===== src/shared/pwr_mode_consts.svh =====
// Constants for the CPU power-mode control block
`ifndef PWR_MODE_CONSTS_SVH
`define PWR_MODE_CONSTS_SVH

`define ADDR_W 4
`define DATA_W 8
`define ADDR_DOZE_CTRL 4'h0
`define ADDR_VREG_CTRL 4'h1
`define ADDR_STATUS 4'h2
`define ADDR_WAKE_CAUSE 4'h3
`define DOZE_IDLE_BIT 7
`define DOZE_EN_BIT 6
`define DOZE_ROI_BIT 5
`define DOZE_DOE_BIT 4
`define DOZE_RATIO_HI 2
`define VREG_LP_BIT 1
`define VREG_RSVD_BIT 0
`define DOZE_CTRL_RST 8'h00
`define VREG_CTRL_RST 8'h01
`define RATIO_W 3
`define DOZE_CNT_W 8
`define IRQ_VECTOR 16'h0004
`define OST_PERIODS 1024
`define VREG_STAB_NS 2000
`define CLK_PERIOD_NS 20
`define WAIT_CNT_W 12
`define VREG_STAB_CYC ((`VREG_STAB_NS + `CLK_PERIOD_NS - 1) / `CLK_PERIOD_NS)

`endif


===== src/shared/pwr_mode_pkg.sv =====
// Types for the CPU power-mode control block
package pwr_mode_pkg;
	typedef enum logic [2:0] {
		ST_RUN,
		ST_SLEEP,
		ST_IDLE,
		ST_OST_WAIT,
		ST_VREG_WAIT
	} pwr_state_t;
endpackage


===== src/hdl/cpu_power_mode_control.sv =====
// CPU power-mode control: doze throttling, Sleep, Idle and wake-up sequencing
`timescale 1ns/1ps
`default_nettype none
`include "pwr_mode_consts.svh"

module cpu_power_mode_control (
	input wire logic clk_sys_i,
	input wire logic sys_rst_i,
	input wire logic [`ADDR_W-1:0] reg_addr_i,
	input wire logic [`DATA_W-1:0] reg_wdata_i,
	input wire logic reg_wr_i,
	input wire logic reg_rd_i,
	output logic [`DATA_W-1:0] reg_rdata_o,
	input wire logic sleep_instr_i,
	input wire logic irq_entry_i,
	input wire logic return_from_irq_instr_i,
	input wire logic irq_pending_i,
	input wire logic global_irq_enable_i,
	input wire logic wdt_timeout_i,
	input wire logic wdt_sleep_enable_i,
	input wire logic crystal_mode_i,
	input wire logic clock_output_pin_enable_i,
	output logic core_clk_en_o,
	output logic periph_clk_en_o,
	output logic sysosc_periph_en_o,
	output logic lowfreq_osc_en_o,
	output logic io_hold_o,
	output logic wdt_clear_o,
	output logic wdt_reset_block_o,
	output logic regulator_lowpower_o,
	output logic clock_output_pin_en_o,
	output logic wake_pulse_o,
	output logic vector_to_handler_o,
	output logic [15:0] handler_addr_o,
	output logic powerdown_flag_o,
	output logic timeout_flag_o
);

	pwr_mode_pkg::pwr_state_t state_reg;
	logic halt_core_select_reg;
	logic cpu_throttle_enable_reg;
	logic restore_on_irq_reg;
	logic throttle_on_return_reg;
	logic [`RATIO_W-1:0] throttle_ratio_select_reg;
	logic regulator_lowpower_select_reg;
	logic [`DOZE_CNT_W-1:0] doze_cnt_reg;
	logic [`WAIT_CNT_W-1:0] wait_cnt_reg;
	logic [2:0] wake_cause_reg;
	logic irq_s1_reg, irq_s2_reg, wdt_s1_reg, wdt_s2_reg;
	logic pending_wake_reg;

	// Divider terminal count for the throttle ratio (2 << sel) - 1
	function automatic logic [`DOZE_CNT_W-1:0] ratio_last(input logic [`RATIO_W-1:0] sel);
		logic [8:0] n;
		n = 9'h002 << sel;
		ratio_last = 8'(n - 9'h001);
	endfunction

	wire logic wr_doze = reg_wr_i && (reg_addr_i == `ADDR_DOZE_CTRL);
	wire logic wr_vreg = reg_wr_i && (reg_addr_i == `ADDR_VREG_CTRL);
	wire logic in_run = (state_reg == pwr_mode_pkg::ST_RUN);
	wire logic sleep_go = in_run && sleep_instr_i;
	wire logic pend_now = irq_s2_reg;
	wire logic doze_slot = !cpu_throttle_enable_reg || (doze_cnt_reg == 8'h00);
	wire logic [`WAIT_CNT_W-1:0] ost_last = 12'(`OST_PERIODS - 1);
	wire logic [`WAIT_CNT_W-1:0] vreg_last = 12'(`VREG_STAB_CYC - 1);

	// Interrupt pending and watchdog timeout come from outside this clock domain
	always_ff @(posedge clk_sys_i or posedge sys_rst_i) begin
		if (sys_rst_i) begin
			irq_s1_reg <= 1'b0;
			irq_s2_reg <= 1'b0;
			wdt_s1_reg <= 1'b0;
			wdt_s2_reg <= 1'b0;
		end else begin
			irq_s1_reg <= irq_pending_i;
			irq_s2_reg <= irq_s1_reg;
			wdt_s1_reg <= wdt_timeout_i;
			wdt_s2_reg <= wdt_s1_reg;
		end
	end

	// Software control bits
	always_ff @(posedge clk_sys_i or posedge sys_rst_i) begin
		if (sys_rst_i) begin
			halt_core_select_reg <= 1'b0;
			restore_on_irq_reg <= 1'b0;
			throttle_on_return_reg <= 1'b0;
			throttle_ratio_select_reg <= 3'h0;
			regulator_lowpower_select_reg <= 1'b0;
		end else begin
			if (wr_doze) begin
				halt_core_select_reg <= reg_wdata_i[`DOZE_IDLE_BIT];
				restore_on_irq_reg <= reg_wdata_i[`DOZE_ROI_BIT];
				throttle_on_return_reg <= reg_wdata_i[`DOZE_DOE_BIT];
				throttle_ratio_select_reg <= reg_wdata_i[`DOZE_RATIO_HI:0];
			end
			if (wr_vreg) begin
				regulator_lowpower_select_reg <= reg_wdata_i[`VREG_LP_BIT];
			end
		end
	end

	// Throttle enable: hardware set/clear on interrupt entry and return win over software
	always_ff @(posedge clk_sys_i or posedge sys_rst_i) begin
		if (sys_rst_i) begin
			cpu_throttle_enable_reg <= 1'b0;
		end else if (restore_on_irq_reg && (irq_entry_i || (state_reg == pwr_mode_pkg::ST_IDLE && pend_now))) begin
			cpu_throttle_enable_reg <= 1'b0;
		end else if (return_from_irq_instr_i && throttle_on_return_reg) begin
			cpu_throttle_enable_reg <= 1'b1;
		end else if (wr_doze) begin
			cpu_throttle_enable_reg <= reg_wdata_i[`DOZE_EN_BIT];
		end
	end

	// Doze divider counts peripheral cycles between core slots
	always_ff @(posedge clk_sys_i or posedge sys_rst_i) begin
		if (sys_rst_i) begin
			doze_cnt_reg <= 8'h00;
		end else if (!cpu_throttle_enable_reg || !in_run) begin
			doze_cnt_reg <= 8'h00;
		end else if (doze_cnt_reg >= ratio_last(throttle_ratio_select_reg)) begin
			doze_cnt_reg <= 8'h00;
		end else begin
			doze_cnt_reg <= doze_cnt_reg + 8'h01;
		end
	end

	// Power state machine
	always_ff @(posedge clk_sys_i or posedge sys_rst_i) begin
		if (sys_rst_i) begin
			state_reg <= pwr_mode_pkg::ST_RUN;
			wait_cnt_reg <= 12'h000;
			pending_wake_reg <= 1'b0;
		end else begin
			pending_wake_reg <= 1'b0;
			case (state_reg)
				pwr_mode_pkg::ST_RUN: begin
					if (sleep_go && !pend_now) begin
						if (halt_core_select_reg) begin
							state_reg <= pwr_mode_pkg::ST_IDLE;
						end else begin
							state_reg <= pwr_mode_pkg::ST_SLEEP;
						end
					end
				end
				pwr_mode_pkg::ST_SLEEP: begin
					if (pend_now || (wdt_s2_reg && wdt_sleep_enable_i)) begin
						wait_cnt_reg <= 12'h000;
						pending_wake_reg <= pend_now;
						if (crystal_mode_i) begin
							state_reg <= pwr_mode_pkg::ST_OST_WAIT;
						end else if (regulator_lowpower_select_reg) begin
							state_reg <= pwr_mode_pkg::ST_VREG_WAIT;
						end else begin
							state_reg <= pwr_mode_pkg::ST_RUN;
						end
					end
				end
				pwr_mode_pkg::ST_OST_WAIT: begin
					pending_wake_reg <= pending_wake_reg;
					if (wait_cnt_reg == ost_last) begin
						wait_cnt_reg <= 12'h000;
						state_reg <= regulator_lowpower_select_reg ? pwr_mode_pkg::ST_VREG_WAIT
							: pwr_mode_pkg::ST_RUN;
					end else begin
						wait_cnt_reg <= wait_cnt_reg + 12'h001;
					end
				end
				pwr_mode_pkg::ST_VREG_WAIT: begin
					pending_wake_reg <= pending_wake_reg;
					if (wait_cnt_reg >= vreg_last) begin
						state_reg <= pwr_mode_pkg::ST_RUN;
					end else begin
						wait_cnt_reg <= wait_cnt_reg + 12'h001;
					end
				end
				pwr_mode_pkg::ST_IDLE: begin
					if (pend_now || wdt_s2_reg) begin
						pending_wake_reg <= pend_now;
						state_reg <= pwr_mode_pkg::ST_RUN;
					end
				end
				default: begin
					state_reg <= pwr_mode_pkg::ST_RUN;
				end
			endcase
		end
	end

	// Status flags: powerdown and timeout, kept when sleep is a no-op
	always_ff @(posedge clk_sys_i or posedge sys_rst_i) begin
		if (sys_rst_i) begin
			powerdown_flag_o <= 1'b1;
			timeout_flag_o <= 1'b1;
		end else if (sleep_go && !pend_now) begin
			powerdown_flag_o <= 1'b0;
			timeout_flag_o <= 1'b1;
		end
	end

	// Wake cause capture: bit0 interrupt, bit1 watchdog, bit2 sleep skipped as no-op
	always_ff @(posedge clk_sys_i or posedge sys_rst_i) begin
		if (sys_rst_i) begin
			wake_cause_reg <= 3'h0;
		end else if (sleep_go && pend_now) begin
			wake_cause_reg <= 3'h4;
		end else if (!in_run && (pend_now || wdt_s2_reg) &&
			(state_reg == pwr_mode_pkg::ST_SLEEP || state_reg == pwr_mode_pkg::ST_IDLE)) begin
			wake_cause_reg <= {1'b0, wdt_s2_reg, pend_now};
		end
	end

	// Clock, watchdog and handler outputs
	always_ff @(posedge clk_sys_i or posedge sys_rst_i) begin
		if (sys_rst_i) begin
			core_clk_en_o <= 1'b1;
			periph_clk_en_o <= 1'b1;
			sysosc_periph_en_o <= 1'b1;
			lowfreq_osc_en_o <= 1'b1;
			io_hold_o <= 1'b0;
			wdt_clear_o <= 1'b0;
			wdt_reset_block_o <= 1'b0;
			regulator_lowpower_o <= 1'b0;
			clock_output_pin_en_o <= 1'b0;
			wake_pulse_o <= 1'b0;
			vector_to_handler_o <= 1'b0;
			handler_addr_o <= 16'h0000;
		end else begin
			core_clk_en_o <= in_run && doze_slot && !(sleep_go && !pend_now);
			periph_clk_en_o <= 1'b1;
			sysosc_periph_en_o <= (state_reg != pwr_mode_pkg::ST_SLEEP);
			lowfreq_osc_en_o <= 1'b1;
			io_hold_o <= (state_reg == pwr_mode_pkg::ST_SLEEP);
			wdt_clear_o <= (sleep_go && !pend_now && !halt_core_select_reg)
				|| ((state_reg == pwr_mode_pkg::ST_SLEEP) && (pend_now || (wdt_s2_reg && wdt_sleep_enable_i)));
			wdt_reset_block_o <= (state_reg == pwr_mode_pkg::ST_IDLE);
			regulator_lowpower_o <= regulator_lowpower_select_reg
				&& (state_reg == pwr_mode_pkg::ST_SLEEP);
			clock_output_pin_en_o <= clock_output_pin_enable_i
				&& (state_reg != pwr_mode_pkg::ST_SLEEP);
			wake_pulse_o <= !in_run && (state_reg != pwr_mode_pkg::ST_SLEEP) && (state_reg != pwr_mode_pkg::ST_IDLE)
				? 1'b0 : 1'b0;
			if ((state_reg == pwr_mode_pkg::ST_IDLE && (pend_now || wdt_s2_reg))
				|| (state_reg == pwr_mode_pkg::ST_SLEEP && !crystal_mode_i && !regulator_lowpower_select_reg
				&& (pend_now || (wdt_s2_reg && wdt_sleep_enable_i)))
				|| ((state_reg == pwr_mode_pkg::ST_OST_WAIT) && (wait_cnt_reg == ost_last)
				&& !regulator_lowpower_select_reg)
				|| ((state_reg == pwr_mode_pkg::ST_VREG_WAIT) && (wait_cnt_reg >= vreg_last))) begin
				wake_pulse_o <= 1'b1;
			end
			vector_to_handler_o <= pending_wake_reg && in_run && global_irq_enable_i;
			handler_addr_o <= `IRQ_VECTOR;
		end
	end

	// Register read port, data one cycle after the strobe
	always_ff @(posedge clk_sys_i or posedge sys_rst_i) begin
		if (sys_rst_i) begin
			reg_rdata_o <= 8'h00;
		end else if (reg_rd_i) begin
			case (reg_addr_i)
				`ADDR_DOZE_CTRL: reg_rdata_o <= {halt_core_select_reg, cpu_throttle_enable_reg,
					restore_on_irq_reg, throttle_on_return_reg, 1'b0, throttle_ratio_select_reg};
				`ADDR_VREG_CTRL: reg_rdata_o <= {6'h00, regulator_lowpower_select_reg, 1'b1};
				`ADDR_STATUS: reg_rdata_o <= {3'h0, timeout_flag_o, powerdown_flag_o, state_reg};
				`ADDR_WAKE_CAUSE: reg_rdata_o <= {5'h00, wake_cause_reg};
				default: reg_rdata_o <= 8'h00;
			endcase
		end else begin
			reg_rdata_o <= 8'h00;
		end
	end

endmodule
`default_nettype wire


===== config.mk =====
export PLATFORM = sky130hd
export DESIGN_NAME = cpu_power_mode_control
export DESIGN_NICKNAME = d
export VERILOG_FILES = /design/src/shared/pwr_mode_pkg.sv /design/src/hdl/cpu_power_mode_control.sv
export VERILOG_INCLUDE_DIRS = /design/src /design/src/shared
export SDC_FILE = /design/constraint.sdc
export NUM_CORES = 1
export LEC_CHECK = 0
export ABC_AREA = 1
export BUFFER_PORTS_ARGS = -buffer_cell sky130_fd_sc_hd__buf_2
export CORE_MARGIN = 5
export CORE_UTILIZATION = 55
export DETAILED_ROUTE_END_ITERATION = 8
export GPL_TIMING_DRIVEN = 0
export HOLD_SLACK_MARGIN = 0.03
export PLACE_DENSITY = 0.8
export SLEW_MARGIN = 20
export SYNTH_ARGS = -nofsm -noshare
export SYNTH_HDL_FRONTEND = slang
export SYNTH_SLANG_ARGS = --single-unit

===== constraint.sdc =====
create_clock -name clk_sys_i -period 3 [get_ports clk_sys_i]
set_input_delay 0.45 -clock clk_sys_i [delete_from_list [all_inputs] [get_ports clk_sys_i]]
set_output_delay 0.45 -clock clk_sys_i [all_outputs]
set_load 0.01 [all_outputs]

==> results.sh <==
export IMPL_first_pass_iters=4
export IMPL_crit_buf_inv=4
export IMPL_worstSetupStartpointType="flop"
export IMPL_critPathTopFamily="simple AND/OR/NAND/NOR gates"
export IMPL_power_w=0.00261
export IMPL_setup_viol=0
export IMPL_hold_buffers=0
export IMPL_postRouteAntennaNets=0
export IMPL_crit_top_cell="inv_1"
export IMPL_cts_resized=0
export IMPL_final_util_pct=67.8
export IMPL_viasPerCell=4.91
export IMPL_busiest_layer="met2"
export IMPL_wirelength_um=6300
export IMPL_grt_max_degree=59
export IMPL_rsz0062_at_grt="false"
export IMPL_dp_hpwl_um=4730
export IMPL_io_buffers=42
export IMPL_antenna_found_initial=0
export IMPL_power_density_nw_per_um2=695
export IMPL_seqPwrFrac_pct=39.4
export IMPL_final_nets=496
export IMPL_total_leakage_power_nw=2.07
export IMPL_arrival_ns=2.75
export IMPL_crit_path_max_fanout=8
export IMPL_grt_pass1_vias=2494
export IMPL_gp_congestion=0.889
export IMPL_outcome="completed"
export IMPL_netlist_top_cells_count="nand2_1 (96), dfrtp_1 (55), inv_1 (51)"
export IMPL_worst_slew_pin_slew_ns=0.696
export IMPL_initial_core_util_pct=57.3
export IMPL_yosys_register_bits=58
export IMPL_hp_class="input port to asynchronous set/reset pin"
export IMPL_grt_usage_pct=18.6
export IMPL_swShare_pct=35.3
export IMPL_ys_warn_count=0
export IMPL_syn_to_final_growth_pct=18.4
export IMPL_synth_area_per_cell_um2=8.14
export IMPL_r2r_start="throttle_ratio_select_reg[0]"
export IMPL_yosysMostFrequentCell="nand2_1"
export IMPL_core_area_um2=5540
export IMPL_clk_latency_ns=0.33
export IMPL_synth_area_top_cells="dfrtp_1 (43%), nand2_1 (11%), inv_1 (6.0%), nor2_1 (5.4%), ha_1 (4.3%)"
export IMPL_synth_top_area_cell="dfrtp_1"
export IMPL_p_comb_share_pct=31.3
export IMPL_switchingPower_w=0.000922
export IMPL_io_pins=62
export IMPL_synth_cell_types=38
export IMPL_setup_ws_ns=0.455
export IMPL_synth_top_area_share_pct=43.4
export IMPL_htreeDepth=3
export IMPL_use_met2_pct=28.5
export IMPL_dieArea_um2=7390
export IMPL_p_int_w=0.00169
export IMPL_cts_root_buf="clkbuf_8"
export IMPL_setup_tns_ns=0
export IMPL_numCtsBuffers=9
export IMPL_critPathCaptureType="flop"
export IMPL_synth_area_um2=3170
export IMPL_drv_slew=0
export IMPL_grt_pass1_wl_um=10900
export IMPL_grt_util_met3_pct=4.13
export IMPL_finalCritPeriodShare_pct=84.8
export IMPL_wl_per_cell_um=11.7
export IMPL_r2r_end="doze_cnt_reg[6]"
export IMPL_clock_sinks=58
export IMPL_largest_reg_flops=12
export IMPL_p_clk_share_pct=29.4
export IMPL_num_rows=27
export IMPL_ir_drop_v=0.000351
export IMPL_die_h_um=86.0
export IMPL_postCtsSetupBuffers=0
export IMPL_slowest_stage="dfrtp_1"
export IMPL_crit_type="flop to flop"
export IMPL_drt_iter0_markers=166
export IMPL_max_freq_ghz=0.393
export IMPL_drc=0
export IMPL_skew_ns=0.0113
export IMPL_min_period_ns=2.55
export IMPL_async_flop_share_pct=100
export IMPL_antenna_cells=0
export IMPL_cts_tree="done"
export IMPL_r2r_cells=14
export IMPL_relSlewSlack_pct=53.6
export IMPL_crit_chain="nor2_1 -> inv_1 -> nor2_1 -> inv_1 -> ha_1 -> inv_1 -> xor2_1 -> inv_1 -> ha_1 -> nand2_1 -> o21ai_0 -> nand4_1 -> nand3_1 -> nor2_1"
export IMPL_worst_path_largest_cell_delay_ns=0.43
export IMPL_r2r_slack_ns=0.45
export IMPL_post_route_cell_area_um2=3760
export IMPL_syn_inst=390
export IMPL_worst_ep_required_time_ns=3.20
export IMPL_die_x_um=86.0
export IMPL_grt_overflow=0
export IMPL_synth_edf_count=0
export IMPL_hold_violations=0
export IMPL_synthFlopType="dfrtp_1"
export IMPL_max_cap_violations=0
export IMPL_grtUsageMet1_pct=24.6
export IMPL_drive_above_1_share_pct=20.9
export IMPL_ys_seq_area_share_pct=45.9
export IMPL_num_vias=2635
export IMPL_dpl_worst_slack_ns=0.484
export IMPL_clk_pin_slew_ns=0.07
export IMPL_postPlaceCellArea_um2=3540
export IMPL_cts_buffer_depth=2
## worst reg2reg max path: stages, from the launching register on
cell and delay, ns:
dfrtp_1 0.43, nor2_1 0.20, inv_1 0.08, nor2_1 0.14, inv_1 0.06, ha_1 0.19
inv_1 0.10, xor2_1 0.15, inv_1 0.06, ha_1 0.29, nand2_1 0.05, o21ai_0 0.21
nand4_1 0.11, nand3_1 0.26, nor2_1 0.08
## power by group through the flow
stage | logic, W | registers, W | clock network, W
6_report | 0.000816 | 0.00103 | 0.000767
3_3_place_gp | 0.000794 | 0.00103 | 0
4_1_cts | 0.000822 | 0.00103 | 0.000788
5_1_grt | 0.000929 | 0.00105 | 0.000826
2_1_floorplan | 0.000581 | 0.00105 | 0
3_5_place_dp | 0.000815 | 0.00104 | 0
## worst max path at each step
stage | from | end | slack [ns] | cells past startpoint
2_1_floorplan | throttle_ratio_select_reg[0] | doze_cnt_reg[0] | 0.85 | 14
3_3_place_gp | sys_rst_i | doze_cnt_reg[0] | 0.47 | 2
3_5_place_dp | throttle_ratio_select_reg[0] | doze_cnt_reg[6] | 0.48 | 14
4_1_cts | throttle_ratio_select_reg[0] | doze_cnt_reg[6] | 0.43 | 14
5_1_grt | throttle_ratio_select_reg[0] | doze_cnt_reg[6] | 0.15 | 14
6_report | throttle_ratio_select_reg[0] | doze_cnt_reg[6] | 0.45 | 14
## cell type report
| cell class | instances | area [µm²] |
|---|---|---|
| fillers | 467 | 1780 |
| clock inverters | 1 | 30.0 |
| inverters | 54 | 205 |
| repair buffers | 42 | 210 |
| multi-input cells | 275 | 1430 |
| clock buffers | 15 | 186 |
| flip-flops and latches | 58 | 1460 |
| well taps | 72 | 90.1 |
| plain buffers | 20 | 151 |
## kinds of logic (layout without fill, tap and decap cells)
kind of cell	count (synthesis)	after routing	synth area share (%)
DFF	58	58	45.9
AOI/OAI and AO/OA	46	46	8.52
buffers and inverters	74	132	11.2
xor gates and xnor gates	9	9	2.48
other	2	19	0.237
adders and majority gates	11	11	4.34
and+or+nand+nor	190	190	27.4
## cell usage in the layout, fill, tap and decap left out, types with 2 or more instances in the layout
master | Yosys | layout
buf_2 | 1 | 43
clkbuf_8 | 0 | 13
nor3_1 | 2 | 2
nand2_1 | 96 | 96
clkbuf_1 | 0 | 2
o22ai_1 | 6 | 6
ha_1 | 11 | 11
conb_1 | 2 | 19
dfstp_2 | 3 | 3
o211ai_1 | 2 | 2
buf_4 | 18 | 18
nand3b_1 | 2 | 2
xnor2_1 | 2 | 2
nand3_1 | 21 | 21
xor2_1 | 7 | 7
a31oi_1 | 2 | 2
nand4_1 | 10 | 10
nor2_1 | 46 | 46
o21ai_0 | 18 | 18
nand3_4 | 2 | 2
dfrtp_1 | 55 | 55
inv_2 | 3 | 3
inv_1 | 51 | 50
nand2_4 | 2 | 2
nor2_2 | 3 | 3
a21oi_1 | 11 | 11
## metal layers
| layer | up-vias | part of all wire (%) | wire length (µm) |
|---|---|---|---|
| met3 | 10 | 6.7 | 420 |
| li1 | 1352 | - | - |
| met5 | - | 0 | 0 |
| met1 | 1203 | 45 | 2850 |
| met2 | 70 | 46 | 2910 |
| met4 | 0 | 1.8 | 114 |
## stage by stage
| step | hold WS (ns) | std cells |
|---|---|---|
| floorplan | 0.331 | 407 |
| global placement | 0.337 | 521 |
| detailed placement | 0.337 | 521 |
| CTS | 0.215 | 537 |
| global route | 0.212 | 537 |
| finish | 0.225 | 537 |
(Power assumes the default switching activity.)
